--- src/spf_pkg.sv ---
package spf_pkg;

    // Framing constants
    localparam logic [7:0] SYNC_HI = 8'hAA;
    localparam logic [7:0] SYNC_LO = 8'hBB;
    localparam logic [7:0] SCRAMBLE_DEFAULT = 8'hA5;
    localparam logic [7:0] FILL_DEFAULT = 8'h55;
    localparam logic [7:0] TYPE_DATA = 8'h01;
    localparam logic [7:0] TYPE_FILLER = 8'h09;
    localparam logic [7:0] TYPE_NULL = 8'h09;
    localparam int RETX_BIT = 5;
    localparam logic [7:0] BUNDLES_SUGGESTED = 8'h0F;
    localparam logic [4:0] SYNC_LAST = 5'h01;
    localparam logic [4:0] OLDEST_LAST = 5'h03;
    localparam logic [4:0] BUNDLE_LAST = 5'h10;
    localparam logic [4:0] CRC_LAST = 5'h01;
    localparam logic [15:0] CRC_INIT = 16'h0000;
    localparam logic [15:0] CRC_POLY = 16'h8408;

    // Command packets
    localparam int CMD_BODY = 26;
    localparam logic [4:0] CMD_CRC_LAST = 5'h1B;
    localparam logic [7:0] CMD_RETX_LIST = 8'h01;
    localparam logic [7:0] CMD_RETX_RANGE = 8'h02;
    localparam logic [7:0] CMD_CALIB = 8'h06;

    // Bundle sample limits and rate codes
    localparam logic [4:0] SAMPLES_MIN = 5'h04;
    localparam logic [4:0] SAMPLES_MAX = 5'h10;
    localparam logic [4:0] RATE_MIN = 5'h01;
    localparam logic [4:0] RATE_MAX = 5'h10;

    typedef struct packed {
        logic retransmit;
        logic [31:0] oldest;
        logic [31:0] seconds;
        logic [15:0] subSeconds;
        logic [4:0] modelType;
        logic [10:0] serial;
        logic [31:0] seqNum;
        logic [4:0] rateCode;
        logic [2:0] channel;
        logic [23:0] firstSample;
    } spf_hdr_s;

    typedef enum logic [1:0] {
        CMD_UNKNOWN = 2'h0,
        CMD_LIST = 2'h1,
        CMD_RANGE = 2'h2,
        CMD_CAL = 2'h3
    } spf_cmd_e;

    typedef struct packed {
        spf_cmd_e kind;
        logic [15:0] instId;
        logic [31:0] seconds;
        logic [7:0] pktType;
        logic [7:0] channel;
        logic [15:0] spare;
        logic [127:0] data;
    } spf_cmd_s;

    // Reflected CCITT, one byte, lsb first
    function automatic logic [15:0] crcByte(input logic [15:0] c, input logic [7:0] b);
        logic [15:0] r;
        r = c ^ {8'h00, b};
        for (int i = 0; i < 8; i++) begin
            r = r[0] ? ((r >> 1) ^ CRC_POLY) : (r >> 1);
        end
        return r;
    endfunction

    // Header bundle, type byte in the low byte, fields lsb first
    function automatic logic [135:0] hdrBytes(input spf_hdr_s h);
        logic [7:0] typ;
        typ = TYPE_DATA;
        typ[RETX_BIT] = h.retransmit;
        return {h.firstSample, h.rateCode, h.channel, h.seqNum, h.modelType, h.serial,
                h.subSeconds, h.seconds, typ};
    endfunction

    function automatic logic [4:0] setSamples(input logic [1:0] code);
        unique case (code)
            2'b00: return 5'h00;
            2'b01: return 5'h04;
            2'b10: return 5'h02;
            2'b11: return 5'h01;
        endcase
    endfunction

endpackage

--- src/spf_skid.sv ---
`timescale 1ns/1ps
module spf_skid #(
    parameter int W = 8
) (
    input wire logic clk,
    input wire logic rst_n,
    input wire logic inValid,
    output logic inReady,
    input wire logic [W-1:0] inData,
    output logic outValid,
    input wire logic outReady,
    output logic [W-1:0] outData
);
    logic skValid_q;
    logic [W-1:0] skData_q;
    logic accept;
    logic moveOut;

    assign accept = inValid && inReady;
    assign moveOut = !outValid || outReady;

    // Second entry catches the word in flight when the drain side stalls
    always_ff @(posedge clk) begin
        if (!rst_n) begin
            outValid <= 1'b0;
            outData <= '0;
            skValid_q <= 1'b0;
            skData_q <= '0;
            inReady <= 1'b1;
        end else if (moveOut && skValid_q) begin
            outValid <= 1'b1;
            outData <= skData_q;
            skValid_q <= 1'b0;
            inReady <= 1'b1;
        end else if (moveOut) begin
            outValid <= accept;
            if (accept) begin
                outData <= inData;
            end
            inReady <= 1'b1;
        end else if (accept) begin
            skValid_q <= 1'b1;
            skData_q <= inData;
            inReady <= 1'b0;
        end
    end
endmodule

--- src/spf_framer.sv ---
`timescale 1ns/1ps
module spf_framer #(
    parameter logic [7:0] SCRAMBLE_VALUE = spf_pkg::SCRAMBLE_DEFAULT,
    parameter logic [7:0] FILL_VALUE = spf_pkg::FILL_DEFAULT
) (
    input wire logic clk,
    input wire logic rst_n,
    input wire logic [7:0] bundleCount,
    input wire logic hdrValid,
    output logic hdrReady,
    input wire spf_pkg::spf_hdr_s hdr,
    input wire logic bunValid,
    output logic bunReady,
    input wire logic [7:0] bunData,
    input wire logic bunLast,
    output logic txValid,
    input wire logic txReady,
    output logic [7:0] txData,
    input wire logic rxValid,
    input wire logic [7:0] rxData,
    output logic cmdValid,
    output spf_pkg::spf_cmd_s cmd,
    output logic cmdCrcBad,
    output logic bundleBad,
    output logic rateBad
);
    typedef enum logic [4:0] {
        TX_SYNC = 5'b00001,
        TX_OLD = 5'b00010,
        TX_HEAD = 5'b00100,
        TX_BODY = 5'b01000,
        TX_CRC = 5'b10000
    } spf_tx_e;

    typedef enum logic [2:0] {
        RX_HUNT1 = 3'b001,
        RX_HUNT2 = 3'b010,
        RX_BODY = 3'b100
    } spf_rx_e;

    spf_tx_e txSt_q;
    logic [4:0] idx_q;
    logic [7:0] bunIdx_q;
    logic [7:0] nBund_q;
    logic isData_q;
    logic pad_q;
    logic [15:0] crc_q;
    logic hdrHeld_q;
    spf_pkg::spf_hdr_s hdrBuf_q;
    spf_pkg::spf_hdr_s cur_q;
    logic [135:0] hdrVec;
    logic [7:0] raw;
    logic canEmit;
    logic take;
    logic emit;
    logic txInReady;
    logic startPkt;
    logic secLast;
    logic bsValid;
    logic bsLast;
    logic [7:0] bsData;
    logic [7:0] fillerType;
    logic [4:0] samples;

    // Input side: bundle bytes pass a two-entry buffer so bunReady is a flop
    spf_skid #(.W(9)) inBuf (
        .clk(clk),
        .rst_n(rst_n),
        .inValid(bunValid),
        .inReady(bunReady),
        .inData({bunLast, bunData}),
        .outValid(bsValid),
        .outReady(take),
        .outData({bsLast, bsData})
    );

    // Output side: receiver stalls on txReady without losing a byte
    spf_skid #(.W(8)) outBuf (
        .clk(clk),
        .rst_n(rst_n),
        .inValid(canEmit),
        .inReady(txInReady),
        .inData(raw ^ SCRAMBLE_VALUE),
        .outValid(txValid),
        .outReady(txReady),
        .outData(txData)
    );

    assign hdrVec = spf_pkg::hdrBytes(cur_q);
    assign emit = canEmit && txInReady;
    assign startPkt = emit && (txSt_q == TX_SYNC) && (idx_q == 5'h00);

    always_comb begin
        fillerType = spf_pkg::TYPE_FILLER;
        fillerType[spf_pkg::RETX_BIT] = 1'b0;
    end

    // Byte to send in the present slot, before scrambling
    always_comb begin
        raw = 8'h00;
        canEmit = 1'b1;
        take = 1'b0;
        secLast = 1'b0;
        unique case (txSt_q)
            TX_SYNC: begin
                raw = idx_q[0] ? spf_pkg::SYNC_LO : spf_pkg::SYNC_HI;
                secLast = (idx_q == spf_pkg::SYNC_LAST);
            end
            TX_OLD: begin
                raw = 8'(cur_q.oldest >> {idx_q[1:0], 3'b000});
                secLast = (idx_q == spf_pkg::OLDEST_LAST);
            end
            TX_HEAD: begin
                if (isData_q) begin
                    raw = 8'(hdrVec >> {idx_q, 3'b000});
                end else begin
                    raw = (idx_q == 5'h00) ? fillerType : FILL_VALUE;
                end
                secLast = (idx_q == spf_pkg::BUNDLE_LAST);
            end
            TX_BODY: begin
                if (!isData_q) begin
                    raw = FILL_VALUE;
                end else if (pad_q) begin
                    raw = (idx_q == 5'h00) ? spf_pkg::TYPE_NULL : FILL_VALUE;
                end else begin
                    raw = bsData;
                    canEmit = bsValid;
                    take = bsValid && txInReady;
                end
                secLast = (idx_q == spf_pkg::BUNDLE_LAST);
            end
            TX_CRC: begin
                raw = idx_q[0] ? crc_q[15:8] : crc_q[7:0];
                secLast = (idx_q == spf_pkg::CRC_LAST);
            end
        endcase
    end

    // Packet sequencing
    always_ff @(posedge clk) begin
        if (!rst_n) begin
            txSt_q <= TX_SYNC;
            idx_q <= 5'h00;
            bunIdx_q <= 8'h00;
        end else if (emit) begin
            idx_q <= secLast ? 5'h00 : idx_q + 5'h01;
            if (secLast) begin
                unique case (txSt_q)
                    TX_SYNC: txSt_q <= TX_OLD;
                    TX_OLD: txSt_q <= TX_HEAD;
                    TX_HEAD: begin
                        txSt_q <= TX_BODY;
                        bunIdx_q <= 8'h00;
                    end
                    TX_BODY: begin
                        bunIdx_q <= bunIdx_q + 8'h01;
                        if (bunIdx_q == nBund_q - 8'h01) begin
                            txSt_q <= TX_CRC;
                        end
                    end
                    TX_CRC: txSt_q <= TX_SYNC;
                endcase
            end
        end
    end

    // Odd bundle count, zero falls back to the suggested count
    always_ff @(posedge clk) begin
        if (!rst_n) begin
            nBund_q <= spf_pkg::BUNDLES_SUGGESTED;
        end else if (startPkt) begin
            nBund_q <= (bundleCount == 8'h00) ? spf_pkg::BUNDLES_SUGGESTED : (bundleCount | 8'h01);
        end
    end

    // Data packet when a header waits, filler packet otherwise
    always_ff @(posedge clk) begin
        if (!rst_n) begin
            isData_q <= 1'b0;
            cur_q <= '0;
        end else if (startPkt) begin
            isData_q <= hdrHeld_q;
            if (hdrHeld_q) begin
                cur_q <= hdrBuf_q;
            end
        end
    end

    always_ff @(posedge clk) begin
        if (!rst_n) begin
            hdrHeld_q <= 1'b0;
            hdrReady <= 1'b1;
            hdrBuf_q <= '0;
        end else if (hdrValid && hdrReady) begin
            hdrHeld_q <= 1'b1;
            hdrReady <= 1'b0;
            hdrBuf_q <= hdr;
        end else if (startPkt && hdrHeld_q) begin
            hdrHeld_q <= 1'b0;
            hdrReady <= 1'b1;
        end
    end

    // Once the source marks its last byte the rest of that bundle is FILL_VALUE and later bundles are null bundles
    always_ff @(posedge clk) begin
        if (!rst_n) begin
            pad_q <= 1'b0;
        end else if (startPkt) begin
            pad_q <= 1'b0;
        end else if (take && bsLast) begin
            pad_q <= 1'b1;
        end
    end

    // CRC over unscrambled bytes, frozen while it is being sent
    always_ff @(posedge clk) begin
        if (!rst_n) begin
            crc_q <= spf_pkg::CRC_INIT;
        end else if (startPkt) begin
            crc_q <= spf_pkg::crcByte(spf_pkg::CRC_INIT, raw);
        end else if (emit && txSt_q != TX_CRC) begin
            crc_q <= spf_pkg::crcByte(crc_q, raw);
        end
    end

    // Sample count of a source bundle from its set codes
    always_comb begin
        samples = spf_pkg::setSamples(bsData[7:6]) + spf_pkg::setSamples(bsData[5:4])
                + spf_pkg::setSamples(bsData[3:2]) + spf_pkg::setSamples(bsData[1:0]);
    end

    // Null bundles from the source are passed on, not checked
    always_ff @(posedge clk) begin
        if (!rst_n) begin
            bundleBad <= 1'b0;
            rateBad <= 1'b0;
        end else begin
            bundleBad <= take && idx_q == 5'h00 && bsData != spf_pkg::TYPE_NULL
                      && (samples < spf_pkg::SAMPLES_MIN || samples > spf_pkg::SAMPLES_MAX);
            rateBad <= hdrValid && hdrReady
                    && (hdr.rateCode < spf_pkg::RATE_MIN || hdr.rateCode > spf_pkg::RATE_MAX);
        end
    end

    // Command receiver
    spf_rx_e rxSt_q;
    logic [4:0] rxIdx_q;
    logic [15:0] rxCrc_q;
    logic [7:0] rxBuf_q [spf_pkg::CMD_BODY];
    logic [7:0] rb;
    logic [15:0] rxCrcNext;
    logic [127:0] dataSec;
    spf_pkg::spf_cmd_e kind;

    assign rb = rxData ^ SCRAMBLE_VALUE;
    assign rxCrcNext = spf_pkg::crcByte((rxSt_q == RX_HUNT1) ? spf_pkg::CRC_INIT : rxCrc_q, rb);

    always_ff @(posedge clk) begin
        if (!rst_n) begin
            rxSt_q <= RX_HUNT1;
            rxIdx_q <= 5'h00;
            rxCrc_q <= spf_pkg::CRC_INIT;
        end else if (rxValid) begin
            rxCrc_q <= rxCrcNext;
            unique case (rxSt_q)
                RX_HUNT1: if (rb == spf_pkg::SYNC_HI) begin
                    rxSt_q <= RX_HUNT2;
                end
                RX_HUNT2: begin
                    rxSt_q <= (rb == spf_pkg::SYNC_LO) ? RX_BODY : RX_HUNT1;
                    rxIdx_q <= 5'h00;
                end
                RX_BODY: begin
                    rxIdx_q <= rxIdx_q + 5'h01;
                    if (rxIdx_q == spf_pkg::CMD_CRC_LAST) begin
                        rxSt_q <= RX_HUNT1;
                    end
                end
            endcase
        end
    end

    for (genvar i = 0; i < spf_pkg::CMD_BODY; i++) begin : gRxByte
        always_ff @(posedge clk) begin
            if (!rst_n) begin
                rxBuf_q[i] <= 8'h00;
            end else if (rxValid && rxSt_q == RX_BODY && rxIdx_q == 5'(i)) begin
                rxBuf_q[i] <= rb;
            end
        end
        if (i < 16) begin : gData
            assign dataSec[i*8 +: 8] = rxBuf_q[i+10];
        end
    end

    always_comb begin
        unique case (rxBuf_q[6])
            spf_pkg::CMD_RETX_LIST: kind = spf_pkg::CMD_LIST;
            spf_pkg::CMD_RETX_RANGE: kind = spf_pkg::CMD_RANGE;
            spf_pkg::CMD_CALIB: kind = spf_pkg::CMD_CAL;
            default: kind = spf_pkg::CMD_UNKNOWN;
        endcase
    end

    // Command is offered only when the CRC over the whole packet lands on zero
    always_ff @(posedge clk) begin
        if (!rst_n) begin
            cmdValid <= 1'b0;
            cmdCrcBad <= 1'b0;
            cmd <= '0;
        end else begin
            cmdValid <= 1'b0;
            cmdCrcBad <= 1'b0;
            if (rxValid && rxSt_q == RX_BODY && rxIdx_q == spf_pkg::CMD_CRC_LAST) begin
                cmdValid <= (rxCrcNext == 16'h0000);
                cmdCrcBad <= (rxCrcNext != 16'h0000);
                if (rxCrcNext == 16'h0000) begin
                    cmd <= '{kind: kind, instId: {rxBuf_q[1], rxBuf_q[0]},
                             seconds: {rxBuf_q[5], rxBuf_q[4], rxBuf_q[3], rxBuf_q[2]},
                             pktType: rxBuf_q[6], channel: rxBuf_q[7],
                             spare: {rxBuf_q[9], rxBuf_q[8]}, data: dataSec};
                end
            end
        end
    end

    // Checks
    logic [15:0] pktBytes_q;
    always_ff @(posedge clk) begin
        if (!rst_n) begin
            pktBytes_q <= 16'h0000;
        end else if (startPkt) begin
            pktBytes_q <= 16'h0001;
        end else if (emit) begin
            pktBytes_q <= pktBytes_q + 16'h0001;
        end
    end
endmodule

--- config.mk ---
export PLATFORM = sky130hd
export DESIGN_NAME = spf_framer
export DESIGN_NICKNAME = d
export VERILOG_FILES = /design/src/spf_pkg.sv /design/src/spf_skid.sv /design/src/spf_framer.sv
export SDC_FILE = /design/constraint.sdc
export NUM_CORES = 2
export LEC_CHECK = 0
export CAP_MARGIN = 20
export CORE_UTILIZATION = 50
export CTS_CLUSTER_SIZE = 12
export DETAILED_ROUTE_END_ITERATION = 10
export DONT_BUFFER_PORTS = 1
export GPL_ROUTABILITY_DRIVEN = 0
export HOLD_SLACK_MARGIN = 0.08
export PLACE_DENSITY = 0.7
export SLEW_MARGIN = 0
export SYNTH_ARGS = -nofsm -noshare
export SYNTH_HDL_FRONTEND = slang
export SYNTH_SLANG_ARGS = --single-unit
export TNS_END_PERCENT = 20
--- constraint.sdc ---
create_clock -name clk -period 9.7 [get_ports clk]
set_clock_uncertainty 0.1 [all_clocks]
set_input_delay 0.97 -clock clk [delete_from_list [all_inputs] [get_ports clk]]
set_output_delay 0.97 -clock clk [all_outputs]
set_load 0.005 [all_outputs]
==> metrics.yaml <==
setup_path:
  start_kind: "flip-flop"
  cp_common_cell: "buf_4"
  crit_required_ns: 10.16
  critPathMaxFanout: 91
  cp_cell_sequence: "nor3b_4, nor2_1, xnor2_2, xnor2_1, or4_1, nor4b_4, buf_4, buf_4, nand3_1, a21oi_1"
  worst_setup_path_end_kind: "flip-flop"
  crit_slowest_cell: "buf_4"
  critPathArrivalTime_ns: 4.82
  crit_type: "reg -> reg"
  slowest_delay_ns: 0.82
sta:
  drv_slew: 0
  finalCritPeriodShare_pct: 44.98
  max_slew_margin_pct: 21.42
  finalSetupTns_ns: 0
  final.min_clock_period_ns: 4.363
  fmax_mhz: 229.2
  tightestPinTransition_ns: 1.179
  hold_viol_final: 0
  setup_viol_count_final: 0
  rsz0062_at_grt: "no"
placement:
  dp_hpwl_mm: 66.15
  portBuffers: 0
  post_dp_cell_area_sq_um: 34600
detailed_routing:
  drtAntennaViolNets: 0
  avgRoutedWirePerCell_um: 21.82
  vias: 26900
  routed_wl_mm: 100.1
  drt_iter0_markers: 2788
  dr.pass1.iters: 6
  drc: 0
  vias_per_cell: 5.862
yosys:
  synthMuxAreaShare_pct: 3.512
  ys_ff_latch: 853
  synth_top_area_share_pct: 37.56
  synth_ff_type: "dfxtp_1"
  synth_compound_area_share_pct: 12.29
  synthSimpleGateAreaFrac_pct: 21.39
  synth_cell_type_count: 84
  synthXorXnorAreaFrac_pct: 2.329
  synth_edf_count: 208
  yosys_warnings: 0
  async_flop_share_pct: 0
  seq_area_frac_synth_pct: 55.73
  synth_largest_area_cell: "dfxtp_1"
  synthAdderAreaFrac_pct: 0.7862
  synth.area.top_cells: "dfxtp_1 38%, edfxtp_1 18%, nand2_1 11%, a21oi_1 8.3%, nand3_1 3.6%"
  synthCells: 3811
  postSynthAreaPerCell_sq_um: 9.020
  synth_top_family_by_area: "simple AND/OR/NAND/NOR gates"
  syn-num-nets: 4021
  synth_area_sq_um: 34380
clock_tree:
  worst_setup_hold_path_clk_slew_ns: 0.06
  post_cts_buffers: 0
  clock_path_buffers: 3
  clk_latency_ns: 0.65
  cts_sinks: 853
  cts_resized: 0
  cts_buffers: 89
  tritoncts: "done"
  ctsHoldBuffers: 0
  cts.htree.levels: 3
  root_buffer: "clkbuf_16"
die:
  die_area_sq_um: 69800
  start_util_pct: 50.83
  fp.dieW_um: 264.2
  ios: 417
  fp.dieH_um: 264.2
  num_rows: 95
  core_sq_um: 67630
layout:
  area_growth_pct: 8.768
  final.fill_count: 5962
  drive_gt1_share_pct: 6.487
  stdcell_area_sq_um: 37390
  nets: 3855
  mostFrequentLayoutCell: "nand2_1"
  layout_common_cells: "982 x nand2_1, 643 x dfxtp_1, 573 x a21oi_1"
  utilization_pct: 55.28
  insertedDiodeCount: 0
grt:
  overflow: 0
  antenna_found_initial: 1
  grt_pass1_vias: 24660
  grt_max_degree: 235
  grt_pass1_wl_mm: 150.9
  grt.total_usage_pct: 27.91
power_and_ir_drop:
  p_comb_share_pct: 9.9
  leakagePower_uw: 0.01286
  finalPower_uw: 8009
  power_switching_uw: 2037
  internal_power_uw: 5972
  pwr-share-seq_pct: 49.0
  peakVddDrop_mv: 0.1263
  p_clk_share_pct: 41.0
  power_density_nw_per_um2: 214.2
  switching_share_pct: 25.43
hold_path:
  hold_class: "in -> reg"
flow_run:
  max-cap-violations: 0
run_status:
  status: "finished clean"
==> power groups by stage <==
stage	clock network, uW	logic [uW]	registers, uW
after floorplan	0	652	3940
after global placement	0	778	4000
after detailed placement	0	789	4000
after CTS	3330	793	3920
after global routing	3470	871	3950
final	3290	794	3930
==> cell usage after synthesis (all sizes together) (5+ instances only) <==
cell type,number
nor3,18
xor2,24
o211ai,9
o21ai,54
mux4,34
ha,12
o2111ai,5
or3,8
dfxtp,645
nand2b,18
inv,21
a211oi,12
xnor2,44
nand2,984
a22oi,7
and2,70
fa,6
a21oi,573
o22ai,7
mux2,9
edfxtp,208
xnor3,6
nor2,244
nand3,244
mux2i,34
clkbuf,240
and3,54
a2111oi,6
buf,62
a221oi,11
o221ai,11
a311oi,11
nor2b,15
nand4,13
nor4,10
nor3b,6
==> area by class of cell <==
type | instances | area, sq um | area share, %
multi-input cells | 2633 | 13890 | 37.15
clock buffers | 142 | 2570 | 6.873
repair buffers | 45 | 364.1 | 0.9738
flip-flops and latches | 853 | 19160 | 51.25
well taps | 873 | 1092 | 2.921
inverters | 23 | 93.84 | 0.2510
clock inverters | 19 | 216.5 | 0.5789
==> registers in the layout, indices dropped and copies added, names as in the netlist, 3 cells and up <==
register / count
rxBuf_q: 208
inBuf.skData_q: 9
outBuf.skData_q: 8
crc_q: 16
cur_q: 161
rxSt_q: 3
txSt_q: 5
bunIdx_q: 8
hdrBuf_q: 161
idx_q: 5
cmd: 210
nBund_q: 7
rxIdx_q: 5
rxCrc_q: 16
inBuf.outData: 9
outBuf.outData: 8
==> per-stage QoR <==
| step | setup slack (ns) | cells | hold slack, ns |
|---|---|---|---|
| 2_1_floorplan | 6.035 | 3811 | 0.3321 |
| 3_3_place_gp | 5.559 | 4425 | 0.3384 |
| 3_5_place_dp | 5.456 | 4426 | 0.3417 |
| 4_1_cts | 5.412 | 4587 | 0.3031 |
| 5_1_grt | 4.970 | 4588 | 0.3019 |
| 6_report | 5.337 | 4588 | 0.3200 |
==> final timing paths <==
| kind | slack (ns) | endpoint | cells after the start | start |
|---|---|---|---|---|
| worst max-delay path | 5.34 | cmd[196] | 10 | rxSt_q[2] |
| worst min-delay path | 0.32 | txSt_q[0] | 1 | rst_n |
| worst max register to register | 5.34 | cmd[196] | 10 | rxSt_q[2] |
| worst min register to register | 0.34 | cur_q[63] | 2 | hdrBuf_q[63] |
==> cell families after synthesis <==
| group | after synthesis |
|---|---|
| compound gates | 757 |
| xor+xnor | 76 |
| simple gates | 1705 |
| fa+ha+maj | 18 |
| flops | 853 |
| buf+inv | 325 |
| mux | 77 |
==> critical path: cells and delay by family, from the launching register on <==
kind / cells / cell delay (ns)
DFF: 1 / 0.46
AOI/OAI and AO/OA: 1 / 0.19
and+or+nand+nor: 5 / 1.85
buffers and inverters: 2 / 1.14
xor gates and xnor gates: 2 / 0.47
==> metal layers <==
| metal | track usage (%) | routed length [um] |
|---|---|---|
| met3 | 9.415 | 11230 |
| met4 | 8.391 | 2676 |
| met2 | 39.77 | 42730 |
| met5 | 0 | 0 |
| met1 | 39.82 | 43500 |
Note: power is estimated with default switching activity, not from simulation.
